--- src/mcd_pkg.sv ---
package mcd_pkg;
    // -------------------------------------------------------------
    // register map (byte addresses)
    // -------------------------------------------------------------
    localparam logic [7:0] REG_CTRL = 8'h00;
    localparam logic [7:0] REG_DDS = 8'h04;
    localparam logic [7:0] REG_KILL = 8'h08;
    localparam logic [7:0] REG_SCALE = 8'h0c;
    localparam logic [7:0] REG_STAT = 8'h10;
    localparam logic [7:0] REG_SKEW = 8'h14;
    // -------------------------------------------------------------
    // ctrl fields
    // -------------------------------------------------------------
    localparam int CTL_STD_LSB = 0;
    localparam int CTL_BW_LSB = 2;
    localparam int CTL_PEAK = 4;
    localparam int CTL_WIDE = 5;
    localparam int CTL_DLY_LSB = 6;
    localparam int CTL_TEST_LSB = 8;
    localparam int CTL_COMPOSITE = 11;
    localparam int CTL_NLIN = 12;
    localparam logic [31:0] CTRL_RST = 32'h0000_0840;
    localparam logic [31:0] DDS_RST = 32'h2d1c_b5a3;
    localparam logic [31:0] KILL_RST = 32'h0000_0820;
    localparam logic [31:0] SCALE_RST = 32'h0000_0100;
    localparam logic [31:0] SECAM_DDS = 32'h3633_5c4c;
    // -------------------------------------------------------------
    // modes
    // -------------------------------------------------------------
    typedef enum logic [1:0] {STD_PAL = 2'b00, STD_NTSC = 2'b01,
        STD_SECAM = 2'b10, STD_OFF = 2'b11} mcd_std_t;
    typedef enum logic [1:0] {DLY_NONE = 2'b00, DLY_COMP = 2'b01,
        DLY_COMB = 2'b10, DLY_XOVR = 2'b11} mcd_dly_t;
    typedef enum logic [2:0] {TP_OFF = 3'b000, TP_YRAMP = 3'b001, TP_CRAMP = 3'b010,
        TP_FLAT = 3'b011, TP_BAR = 3'b100} mcd_tp_t;
    localparam logic [7:0] C_MID = 8'h80;
    localparam logic [7:0] Y_FLAT = 8'h80;
    localparam int LINE_LEN = 16;
    localparam int LINE_AW = 4;
    localparam real CLK_MHZ = 250.0;
    localparam real SYS_MHZ = 20.25;
    localparam int SYS_DIV = int'(CLK_MHZ / SYS_MHZ);
    localparam logic [7:0] AGC_MAX = 8'hff;
    localparam logic [7:0] AGC_MIN = 8'h20;
    // -------------------------------------------------------------
    // pixel and iq types
    // -------------------------------------------------------------
    typedef struct packed {
        logic [7:0] y;
        logic [7:0] c;
        logic cb_phase;
        logic valid;
    } mcd_pix_t;
    typedef struct packed {
        logic signed [9:0] i;
        logic signed [9:0] q;
    } mcd_iq_t;
endpackage

--- src/mcd_color_decoder.sv ---
`timescale 1ns/1ps
// Operation
// - mix input to baseband at carrier
// - lowpass then interleave at half rate
// - programmable dds subcarrier for substandards
// - time shared chroma lowpass removes luma
// - four bandwidths plus optional peaking term
// - wide band chroma filter for pal ntsc
// - secam uses bell shaped lowpass
// - cordic gives phase and magnitude
// - differentiate phase, deemphasis, scale secam
// - keyed burst drives phase and gain loops
// - secam burst frequency identifies carrier
// - kill colour while phase loop unlocked
// - secam kill on missing line alternation
// - amplitude kill with threshold and hysteresis
// - one line delay stores active video
// - delay use chosen per standard
// - ntsc compensated averages two lines
// - ntsc comb adds back vertical luma detail
// - luma notch tracks chroma carrier
// - skew filters 1/32 luma 1/4 chroma
// - horizontal scaler 0.25 to 4
// - test patterns replace decoded output
// - output is 4:2:2 ycrcb
// - processing at 250/12 = 20.83 mhz sample rate
module mcd_color_decoder (
    input wire logic clk,
    input wire logic nrst,
    input wire logic [7:0] vid_in,
    input wire logic key_win,
    input wire logic active_video,
    input wire logic line_start,
    input wire logic [7:0] line_phase,
    input wire logic [31:0] s_axi_awaddr,
    input wire logic s_axi_awvalid,
    output logic s_axi_awready,
    input wire logic [31:0] s_axi_wdata,
    input wire logic [3:0] s_axi_wstrb,
    input wire logic s_axi_wvalid,
    output logic s_axi_wready,
    output logic [1:0] s_axi_bresp,
    output logic s_axi_bvalid,
    input wire logic s_axi_bready,
    input wire logic [31:0] s_axi_araddr,
    input wire logic s_axi_arvalid,
    output logic s_axi_arready,
    output logic [31:0] s_axi_rdata,
    output logic [1:0] s_axi_rresp,
    output logic s_axi_rvalid,
    input wire logic s_axi_rready,
    output mcd_pkg::mcd_pix_t pix_out
);
    // -------------------------------------------------------------
    // sample rate enable
    // -------------------------------------------------------------
    logic [4:0] div_q;
    logic smp;
    assign smp = (div_q == 5'(mcd_pkg::SYS_DIV - 1));
    always_ff @(posedge clk)
    begin
        if (!nrst || smp)
            div_q <= 5'h00;
        else
            div_q <= div_q + 5'h01;
    end
    // -------------------------------------------------------------
    // axi4-lite slave
    // -------------------------------------------------------------
    logic [31:0] ctrl_q, dds_q, kill_q, scale_q, skew_q;
    logic aw_ok_q, w_ok_q;
    logic [7:0] awa_q;
    logic [31:0] wd_q;
    logic [3:0] ws_q;
    logic [31:0] st_w;
    logic do_wr;
    logic wr_hit;
    assign s_axi_awready = !aw_ok_q && !s_axi_bvalid;
    assign s_axi_wready = !w_ok_q && !s_axi_bvalid;
    assign do_wr = aw_ok_q && w_ok_q && !s_axi_bvalid;
    assign wr_hit = awa_q == mcd_pkg::REG_CTRL || awa_q == mcd_pkg::REG_DDS
        || awa_q == mcd_pkg::REG_KILL || awa_q == mcd_pkg::REG_SCALE
        || awa_q == mcd_pkg::REG_SKEW;
    function automatic logic [31:0] merge(input logic [31:0] o, input logic [31:0] n,
        input logic [3:0] s);
        logic [31:0] r;
        r = o;
        for (int b = 0; b < 4; b++)
            if (s[b])
                r[8*b +: 8] = n[8*b +: 8];
        return r;
    endfunction
    always_ff @(posedge clk)
    begin
        if (!nrst)
        begin
            aw_ok_q <= 1'b0;
            w_ok_q <= 1'b0;
            awa_q <= 8'h00;
            wd_q <= 32'h0;
            ws_q <= 4'h0;
            s_axi_bvalid <= 1'b0;
            s_axi_bresp <= 2'b00;
            ctrl_q <= mcd_pkg::CTRL_RST;
            dds_q <= mcd_pkg::DDS_RST;
            kill_q <= mcd_pkg::KILL_RST;
            scale_q <= mcd_pkg::SCALE_RST;
            skew_q <= 32'h0;
        end
        else
        begin
            if (s_axi_awvalid && s_axi_awready)
            begin
                aw_ok_q <= 1'b1;
                awa_q <= {s_axi_awaddr[7:2], 2'b00};
            end
            if (s_axi_wvalid && s_axi_wready)
            begin
                w_ok_q <= 1'b1;
                wd_q <= s_axi_wdata;
                ws_q <= s_axi_wstrb;
            end
            if (do_wr)
            begin
                aw_ok_q <= 1'b0;
                w_ok_q <= 1'b0;
                s_axi_bvalid <= 1'b1;
                s_axi_bresp <= wr_hit ? 2'b00 : 2'b10;
                if (awa_q == mcd_pkg::REG_CTRL)
                    ctrl_q <= merge(ctrl_q, wd_q, ws_q);
                if (awa_q == mcd_pkg::REG_DDS)
                    dds_q <= merge(dds_q, wd_q, ws_q);
                if (awa_q == mcd_pkg::REG_KILL)
                    kill_q <= merge(kill_q, wd_q, ws_q);
                if (awa_q == mcd_pkg::REG_SCALE)
                    scale_q <= merge(scale_q, wd_q, ws_q);
                if (awa_q == mcd_pkg::REG_SKEW)
                    skew_q <= merge(skew_q, wd_q, ws_q);
            end
            else if (s_axi_bvalid && s_axi_bready)
                s_axi_bvalid <= 1'b0;
        end
    end
    logic [7:0] ra;
    logic [31:0] rmux;
    logic rhit;
    assign ra = {s_axi_araddr[7:2], 2'b00};
    assign rhit = ra <= mcd_pkg::REG_SKEW;
    assign rmux = ra == mcd_pkg::REG_CTRL ? ctrl_q : ra == mcd_pkg::REG_DDS ? dds_q :
        ra == mcd_pkg::REG_KILL ? kill_q : ra == mcd_pkg::REG_SCALE ? scale_q :
        ra == mcd_pkg::REG_STAT ? st_w : ra == mcd_pkg::REG_SKEW ? skew_q : 32'h0;
    assign s_axi_arready = !s_axi_rvalid;
    always_ff @(posedge clk)
    begin
        if (!nrst)
        begin
            s_axi_rvalid <= 1'b0;
            s_axi_rdata <= 32'h0;
            s_axi_rresp <= 2'b00;
        end
        else if (s_axi_arvalid && s_axi_arready)
        begin
            s_axi_rvalid <= 1'b1;
            s_axi_rdata <= rmux;
            s_axi_rresp <= rhit ? 2'b00 : 2'b10;
        end
        else if (s_axi_rready)
            s_axi_rvalid <= 1'b0;
    end
    // -------------------------------------------------------------
    // control decode
    // -------------------------------------------------------------
    mcd_pkg::mcd_std_t std_w;
    mcd_pkg::mcd_dly_t dly_w;
    mcd_pkg::mcd_tp_t tp_w;
    logic [1:0] bw_w;
    assign std_w = mcd_pkg::mcd_std_t'(ctrl_q[mcd_pkg::CTL_STD_LSB +: 2]);
    assign bw_w = ctrl_q[mcd_pkg::CTL_BW_LSB +: 2];
    assign tp_w = mcd_pkg::mcd_tp_t'(ctrl_q[mcd_pkg::CTL_TEST_LSB +: 3]);
    assign dly_w = std_w == mcd_pkg::STD_SECAM ? mcd_pkg::DLY_XOVR :
        std_w == mcd_pkg::STD_PAL ? mcd_pkg::DLY_COMP :
        mcd_pkg::mcd_dly_t'(ctrl_q[mcd_pkg::CTL_DLY_LSB +: 2]);
    logic secam;
    assign secam = std_w == mcd_pkg::STD_SECAM;
    // -------------------------------------------------------------
    // dds and quadrature mixer
    // -------------------------------------------------------------
    logic [31:0] ph_q;
    logic [31:0] apc_trim_q;
    logic [31:0] inc_w;
    assign inc_w = secam ? mcd_pkg::SECAM_DDS : dds_q + apc_trim_q;
    always_ff @(posedge clk)
    begin
        if (!nrst)
            ph_q <= 32'h0;
        else if (smp)
            ph_q <= ph_q + inc_w;
    end
    logic signed [8:0] xs;
    logic signed [9:0] mi, mq;
    assign xs = $signed({1'b0, vid_in}) - 9'sh080;
    // four point sine table with sign quadrant
    assign mi = ph_q[31:30] == 2'b00 ? 10'(xs) : ph_q[31:30] == 2'b10 ? -10'(xs) : 10'sh0;
    assign mq = ph_q[31:30] == 2'b01 ? 10'(xs) : ph_q[31:30] == 2'b11 ? -10'(xs) : 10'sh0;
    // -------------------------------------------------------------
    // time shared lowpass, one channel per sample
    // -------------------------------------------------------------
    mcd_pkg::mcd_iq_t acc_q;
    logic tsel_q;
    logic [2:0] sh_w;
    logic signed [9:0] xin, cur, upd;
    // narrow, normal, broad, wide: coefficient as shift
    assign sh_w = ctrl_q[mcd_pkg::CTL_WIDE] && !secam ? 3'h0 :
        secam ? 3'h3 + 3'(bw_w == 2'b00) : 3'h3 - 3'(bw_w);
    assign xin = tsel_q ? mq : mi;
    assign cur = tsel_q ? acc_q.q : acc_q.i;
    assign upd = cur + ((xin - cur) >>> sh_w)
        + (ctrl_q[mcd_pkg::CTL_PEAK] ? ((xin - cur) >>> 3'h4) : 10'sh0);
    always_ff @(posedge clk)
    begin
        if (!nrst)
        begin
            acc_q <= '0;
            tsel_q <= 1'b0;
        end
        else if (smp)
        begin
            tsel_q <= !tsel_q;
            if (tsel_q)
                acc_q.q <= upd;
            else
                acc_q.i <= upd;
        end
    end
    // -------------------------------------------------------------
    // cordic: coarse phase and magnitude
    // -------------------------------------------------------------
    logic [9:0] ai, aq;
    logic [7:0] mag_w, ang_w;
    assign ai = acc_q.i[9] ? 10'(-acc_q.i) : 10'(acc_q.i);
    assign aq = acc_q.q[9] ? 10'(-acc_q.q) : 10'(acc_q.q);
    assign mag_w = (ai > aq) ? 8'(ai + (aq >> 1)) : 8'(aq + (ai >> 1));
    assign ang_w = {acc_q.i[9], acc_q.q[9], (ai > aq), 5'(aq > ai ? ai >> 3 : aq >> 3)};
    logic [7:0] ang_q, frq_q, deem_q;
    always_ff @(posedge clk)
    begin
        if (!nrst)
        begin
            ang_q <= 8'h00;
            frq_q <= 8'h00;
            deem_q <= 8'h00;
        end
        else if (smp && tsel_q)
        begin
            ang_q <= ang_w;
            frq_q <= ang_w - ang_q;
            deem_q <= deem_q + 8'($signed(frq_q - deem_q) >>> 2);
        end
    end
    // -------------------------------------------------------------
    // burst gating, loops, kill
    // -------------------------------------------------------------
    logic [7:0] agc_q, bamp_q, bfreq_q, prevf_q;
    logic lock_q, amp_ok_q, alt_ok_q, key_d_q;
    logic [7:0] thr, hys;
    assign thr = kill_q[7:0];
    assign hys = kill_q[15:8];
    always_ff @(posedge clk)
    begin
        if (!nrst)
        begin
            agc_q <= 8'h40;
            apc_trim_q <= 32'h0;
            bamp_q <= 8'h00;
            bfreq_q <= 8'h00;
            prevf_q <= 8'h00;
            lock_q <= 1'b0;
            amp_ok_q <= 1'b0;
            alt_ok_q <= 1'b0;
            key_d_q <= 1'b0;
        end
        else if (smp)
        begin
            key_d_q <= key_win;
            if (key_win)
            begin
                bamp_q <= mag_w;
                bfreq_q <= frq_q;
                if (!secam)
                begin
                    apc_trim_q <= apc_trim_q - 32'($signed(ang_w[4:0]) - 5'sh08);
                    if (mag_w < 8'h40 && agc_q < mcd_pkg::AGC_MAX)
                        agc_q <= agc_q + 8'h01;
                    else if (mag_w > 8'h40 && agc_q > mcd_pkg::AGC_MIN)
                        agc_q <= agc_q - 8'h01;
                end
            end
            if (key_d_q && !key_win)
            begin
                lock_q <= ang_w[4:2] == 3'h2;
                prevf_q <= bfreq_q;
                alt_ok_q <= bfreq_q != prevf_q;
                if (bamp_q < thr)
                    amp_ok_q <= 1'b0;
                else if ({1'b0, bamp_q} > {1'b0, thr} + {1'b0, hys})
                    amp_ok_q <= 1'b1;
            end
        end
    end
    logic kill_w;
    assign kill_w = !amp_ok_q || (secam ? !alt_ok_q : !lock_q)
        || std_w == mcd_pkg::STD_OFF;
    // -------------------------------------------------------------
    // line delay, active video only
    // -------------------------------------------------------------
    logic [7:0] ln_q [mcd_pkg::LINE_LEN];
    logic [mcd_pkg::LINE_AW-1:0] wp_q;
    logic [7:0] dl_out, cnew;
    logic [7:0] cbias;
    assign cbias = secam ? 8'(deem_q + mcd_pkg::C_MID) :
        8'(8'(tsel_q ? acc_q.q : acc_q.i) + mcd_pkg::C_MID);
    assign dl_out = ln_q[wp_q];
    assign cnew = dly_w == mcd_pkg::DLY_COMB ? vid_in : cbias;
    always_ff @(posedge clk)
    begin
        if (!nrst)
            wp_q <= '0;
        else if (line_start)
            wp_q <= '0;
        else if (smp && active_video)
        begin
            ln_q[wp_q] <= cnew;
            wp_q <= wp_q + 1'b1;
        end
    end
    // -------------------------------------------------------------
    // chroma and luma
    // -------------------------------------------------------------
    logic [7:0] c_w, y_w, notch_w, vdet_w;
    logic [8:0] avg;
    assign avg = {1'b0, cbias} + {1'b0, dl_out};
    assign c_w = kill_w ? mcd_pkg::C_MID :
        dly_w == mcd_pkg::DLY_COMP ? avg[8:1] :
        dly_w == mcd_pkg::DLY_XOVR ? dl_out : cbias;
    // notch subtracts carrier estimate from the tracking mixer
    assign notch_w = ctrl_q[mcd_pkg::CTL_COMPOSITE] ?
        8'(vid_in - 8'(mi >>> 1)) : vid_in;
    assign vdet_w = 8'((vid_in - dl_out) >>> 2);
    assign y_w = dly_w == mcd_pkg::DLY_COMB ? 8'(notch_w + vdet_w) : notch_w;
    // -------------------------------------------------------------
    // skew and scaler
    // -------------------------------------------------------------
    logic [7:0] y_d_q, c_d_q, ys, cs;
    logic [4:0] yph;
    logic [1:0] cph;
    assign yph = 5'(line_phase[7:3] + skew_q[4:0]);
    assign cph = yph[4:3];
    assign ys = 8'((13'(y_d_q) * (6'h20 - 6'(yph)) + 13'(y_w) * 6'(yph)) >> 5);
    assign cs = 8'((11'(c_d_q) * (3'h4 - 3'(cph)) + 11'(c_w) * 3'(cph)) >> 2);
    logic [15:0] sacc_q;
    logic [9:0] step_w;
    logic sc_fire;
    assign step_w = ctrl_q[mcd_pkg::CTL_NLIN] && !active_video ?
        10'(scale_q[9:0] + scale_q[25:16]) : scale_q[9:0];
    assign sc_fire = sacc_q[15:8] != 8'h00;
    logic [7:0] tcnt_q;
    mcd_pkg::mcd_pix_t tp_pix;
    assign tp_pix.valid = 1'b1;
    assign tp_pix.cb_phase = !tsel_q;
    assign tp_pix.y = tp_w == mcd_pkg::TP_YRAMP ? tcnt_q : tp_w == mcd_pkg::TP_BAR ?
        {tcnt_q[7:5], 5'h10} : mcd_pkg::Y_FLAT;
    assign tp_pix.c = tp_w == mcd_pkg::TP_CRAMP ? tcnt_q : tp_w == mcd_pkg::TP_BAR ?
        {tsel_q ^ tcnt_q[7], tcnt_q[6:5], 5'h00} : mcd_pkg::C_MID;
    always_ff @(posedge clk)
    begin
        if (!nrst)
        begin
            y_d_q <= 8'h00;
            c_d_q <= mcd_pkg::C_MID;
            sacc_q <= 16'h0;
            tcnt_q <= 8'h00;
            pix_out <= '0;
        end
        else if (smp)
        begin
            y_d_q <= y_w;
            c_d_q <= c_w;
            tcnt_q <= line_start ? 8'h00 : tcnt_q + 8'h01;
            if (tsel_q)
                sacc_q <= {8'h00, sacc_q[7:0]} + 16'(step_w);
            if (tp_w != mcd_pkg::TP_OFF)
                pix_out <= tp_pix;
            else
            begin
                pix_out.y <= ys;
                pix_out.c <= cs;
                pix_out.cb_phase <= !tsel_q;
                pix_out.valid <= sc_fire;
            end
        end
        else
            pix_out.valid <= 1'b0;
    end
    assign st_w = {8'h00, bfreq_q, bamp_q, agc_q[7:3], lock_q, alt_ok_q, kill_w};
endmodule

--- config.mk ---
export PLATFORM = sky130hd
export DESIGN_NAME = mcd_color_decoder
export DESIGN_NICKNAME = d
export VERILOG_FILES = /design/src/mcd_pkg.sv /design/src/mcd_color_decoder.sv
export SDC_FILE = /design/constraint.sdc
export NUM_CORES = 2
export LEC_CHECK = 0
export BUFFER_PORTS_ARGS = -buffer_cell sky130_fd_sc_hd__buf_2
export CORE_ASPECT_RATIO = 1.2
export CORE_UTILIZATION = 50
export DETAILED_ROUTE_END_ITERATION = 12
export PLACE_DENSITY = 0.75
export SLEW_MARGIN = 20
export SYNTH_ARGS = -nofsm -noshare
export SYNTH_HDL_FRONTEND = slang
export SYNTH_SLANG_ARGS = --single-unit
--- constraint.sdc ---
create_clock -name clk -period 13.1 [get_ports clk]
set_input_delay 2.62 -clock clk [delete_from_list [all_inputs] [get_ports clk]]
set_output_delay 2.62 -clock clk [all_outputs]
set_load 0.1 [all_outputs]
==> flow_metrics.py <==
metrics = {
    "status": {
        "status": "completed",
    },
    "timing": {
        "worst_slew_pin_slew_ns": 1.15,
        "fin_skew_ns": 0.0475,
        "hold_ws_ns": 0.453,
        "totalNegativeSetupSlack_ns": 0,
        "finalHoldViolCount": 0,
        "finalMaxSlewViolations": 0,
        "slew_headroom_pct": 23.1,
        "rsz0062_at_grt": "no",
        "fmax_ghz": 0.0972,
        "finalSetupViolations": 0,
        "fin_crit_ns": 10.29,
        "fin_crit_sh_pct": 78.6,
    },
    "synthesis": {
        "synth_top_area_share_pct": 24.2,
        "synth_seq_cells": 578,
        "postSynthCellCount": 4212,
        "synth_flop_cell": "dfxtp_1",
        "synth_edf_count": 128,
        "ys_types": 80,
        "synthArstFlopShare_pct": 0,
        "synth_area_leaders": "dfxtp_1 24%, edfxtp_1 10%, ha_1 9.9%, fa_1 5.6%, nand2_1 5.5%",
        "ys_seq_area_share_pct": 34.5,
        "syn-mean-instance-area_um2": 8.85,
        "yosysTopAreaCell": "dfxtp_1",
        "syn_area_um2": 37300,
        "yosysWarnings": 0,
    },
    "floorplanning": {
        "start_util_pct": 50.5,
        "core-area_um2": 73800,
        "boundaryPins": 185,
        "fp.dieW_um": 251,
        "die_y_um": 301,
        "fp-row-count": 109,
        "die_area_um2": 75700,
    },
    "global_route": {
        "antenna_found_initial": 1,
        "gr-total-overflow": 0,
        "grt_pass1_wl_um": 159000,
        "grt_pass1_vias": 29535,
        "grt_max_degree": 92,
        "grt.total_usage_pct": 26.0,
    },
    "clock_network": {
        "cts_buffer_depth": 3,
        "cts_resized": 0,
        "cts_sinks": 578,
        "cts-htree-levels": 2,
        "cts_root_buffer": "clkbuf_16",
        "cts_tree": "yes",
        "cts_buffers": 61,
        "cts_setup_buffers": 0,
        "worstSkewPairLatency_ns": 0.66,
        "cts_hold_buf": 0,
        "clk_pin_slew_ns": 0.07,
    },
    "cells_and_area": {
        "final_net_count": 4787,
        "fill_cells": 6560,
        "drive_gt1_share_pct": 8.76,
        "stdcell_area_um2": 41000,
        "area_growth_pct": 9.99,
        "utilization_pct": 55.6,
        "fin_cells": 5313,
    },
    "detailed_routing": {
        "drc": 0,
        "wire_per_inst_um": 18.7,
        "drt_iter0_markers": 2738,
        "viasPerCell": 5.77,
        "totalWireLength_um": 99500,
        "first_pass_iters": 6,
        "ant_nets": 0,
        "vias": 30676,
    },
    "placed_design": {
        "io_buffers": 127,
        "post-dp-hpwl_um": 73400,
        "gp_congestion": 0.923,
        "post_dp_cell_area_um2": 38800,
        "dp_cells": 5196,
    },
    "critical_path": {
        "worst_ep_required_time_ns": 13.62,
        "max_stage_delay_ns": 0.54,
        "arrival_ns": 10.81,
        "endpoint_kind": "flop",
        "worstSetupStartpointType": "primary input",
        "r2r_slack_ns": 3.91,
        "path_common_cell": "fa_1",
        "critPathSlowestCell": "fa_1",
        "critical_path_class": "in -> reg",
        "crit_path_max_fanout": 6,
        "reg2regPathDepth": 32,
    },
    "pwr": {
        "p_per_area_nw_per_um2": 106,
        "power.leakage_nw": 17.8,
        "ir_drop_mv": 0.103,
    },
    "hold_path": {
        "holdCritPathClass": "reg -> reg",
        "hold_depth": 1,
    },
    "run": {
        "max_cap_violations": 0,
    },
}
-- per-layer routing --
layer  track usage, %  up-vias  part of all wire [%]
li1                 -    14810                     -
met1             33.0    14842                    42
met2             45.5      838                    49
met3             2.90      186                   5.2
met4             9.70        0                   3.8
met5                0        -                     0
-- power by group --
part	internal, W	switching, W
sequential	0.00183	0.0000293
combinational	0.000232	0.000396
clock	0.00108	0.000782
-- flip-flops by register name, summed over array words and instances, names as in the netlist, 11 cells and up, named ones only --
name and count:
acc_q 20, apc_trim_q 32, ctrl_q 32, dds_q 32
kill_q 32, ln_q 128, ph_q 32, pix_out 17
s_axi_rdata 32, sacc_q 11, scale_q 32, skew_q 32
wd_q 32
-- worst max-delay path, delay by kind of cell --
family / cells / cell delay, ns
AO/OA/AOI/OAI: 9 / 1.96
XOR/XNOR: 3 / 0.66
adder cells (fa/ha/maj): 9 / 3.82
buffers and inverters: 4 / 0.38
AND/OR/NAND/NOR: 8 / 1.36
-- kinds of logic after synthesis --
group | synth area share [%]
and+or+nand+nor | 15.8
AOI/OAI and AO/OA | 16.2
DFF | 34.5
buffers and inverters | 4.46
adders and majority gates | 15.6
muxes | 7.84
xor gates and xnor gates | 5.58
other | 0.0101
-- Yosys cell counts (17+ instances only) --
| cell type | n |
|---|---|
| nand2_1 | 542 |
| dfxtp_1 | 450 |
| nor2_1 | 449 |
| a21oi_1 | 347 |
| ha_1 | 296 |
| inv_1 | 250 |
| o21ai_0 | 218 |
| mux2i_1 | 184 |
| clkbuf_1 | 159 |
| xnor2_1 | 144 |
| edfxtp_1 | 128 |
| fa_1 | 105 |
| xor2_1 | 90 |
| a21o_1 | 87 |
| nand3_1 | 76 |
| nor3_1 | 46 |
| nor2b_1 | 42 |
| nand2b_1 | 41 |
| a211oi_1 | 40 |
| and2_1 | 40 |
| mux4_2 | 40 |
| o21bai_1 | 36 |
| a221oi_1 | 28 |
| a221o_1 | 27 |
| o21a_1 | 27 |
| a31oi_1 | 23 |
| and3_1 | 19 |
| or3_1 | 19 |
| a22o_1 | 18 |
| buf_1 | 17 |
-- placed cells by master (no fill, tap or decap), drive strengths merged, types with 16 or more instances in the layout --
cell and count:
a211oi 40, a21o 87, a21oi 348, a221o 27, a221oi 28, a22o 18, a31oi 23, and2 40
and3 19, buf 169, clkbuf 74, clkinv 21, dfxtp 450, edfxtp 128, fa 105, ha 296
inv 258, mux2 16, mux2i 184, mux4 40, nand2 543, nand2b 41, nand3 76, nor2 449
nor2b 42, nor3 46, o21a 27, o21ai 226, o21bai 36, o31ai 19, or2 16, or3 19
xnor2 144, xor2 92
-- per-stage QoR --
stage               power [W]  setup slack, ns
floorplan             0.00237             2.94
global placement      0.00252             2.38
detailed placement    0.00253             2.24
CTS                   0.00436             2.88
global route          0.00452             2.21
finish                0.00435             2.81
-- cell type report --
cell class | instances | area (um^2) | share of cell area, %
Multi-Input combinational cell | 3197 | 22800 | 55.6
Sequential cell | 578 | 12900 | 31.3
Clock buffer | 74 | 1680 | 4.09
Tap cell | 999 | 1250 | 3.05
Inverter | 253 | 957 | 2.33
Timing Repair Buffer | 169 | 953 | 2.32
Clock inverter | 42 | 507 | 1.24
Antenna cell | 1 | 2.50 | 0.00610
-- worst paths after layout --
path,startpoint,end
hold reg to reg,div_q[0],div_q[0]
setup / recovery,vid_in[0],pix_out[17]
hold / removal,div_q[0],div_q[0]
setup reg to reg,flop,pix_out[17]
(Power assumes the default switching activity.)
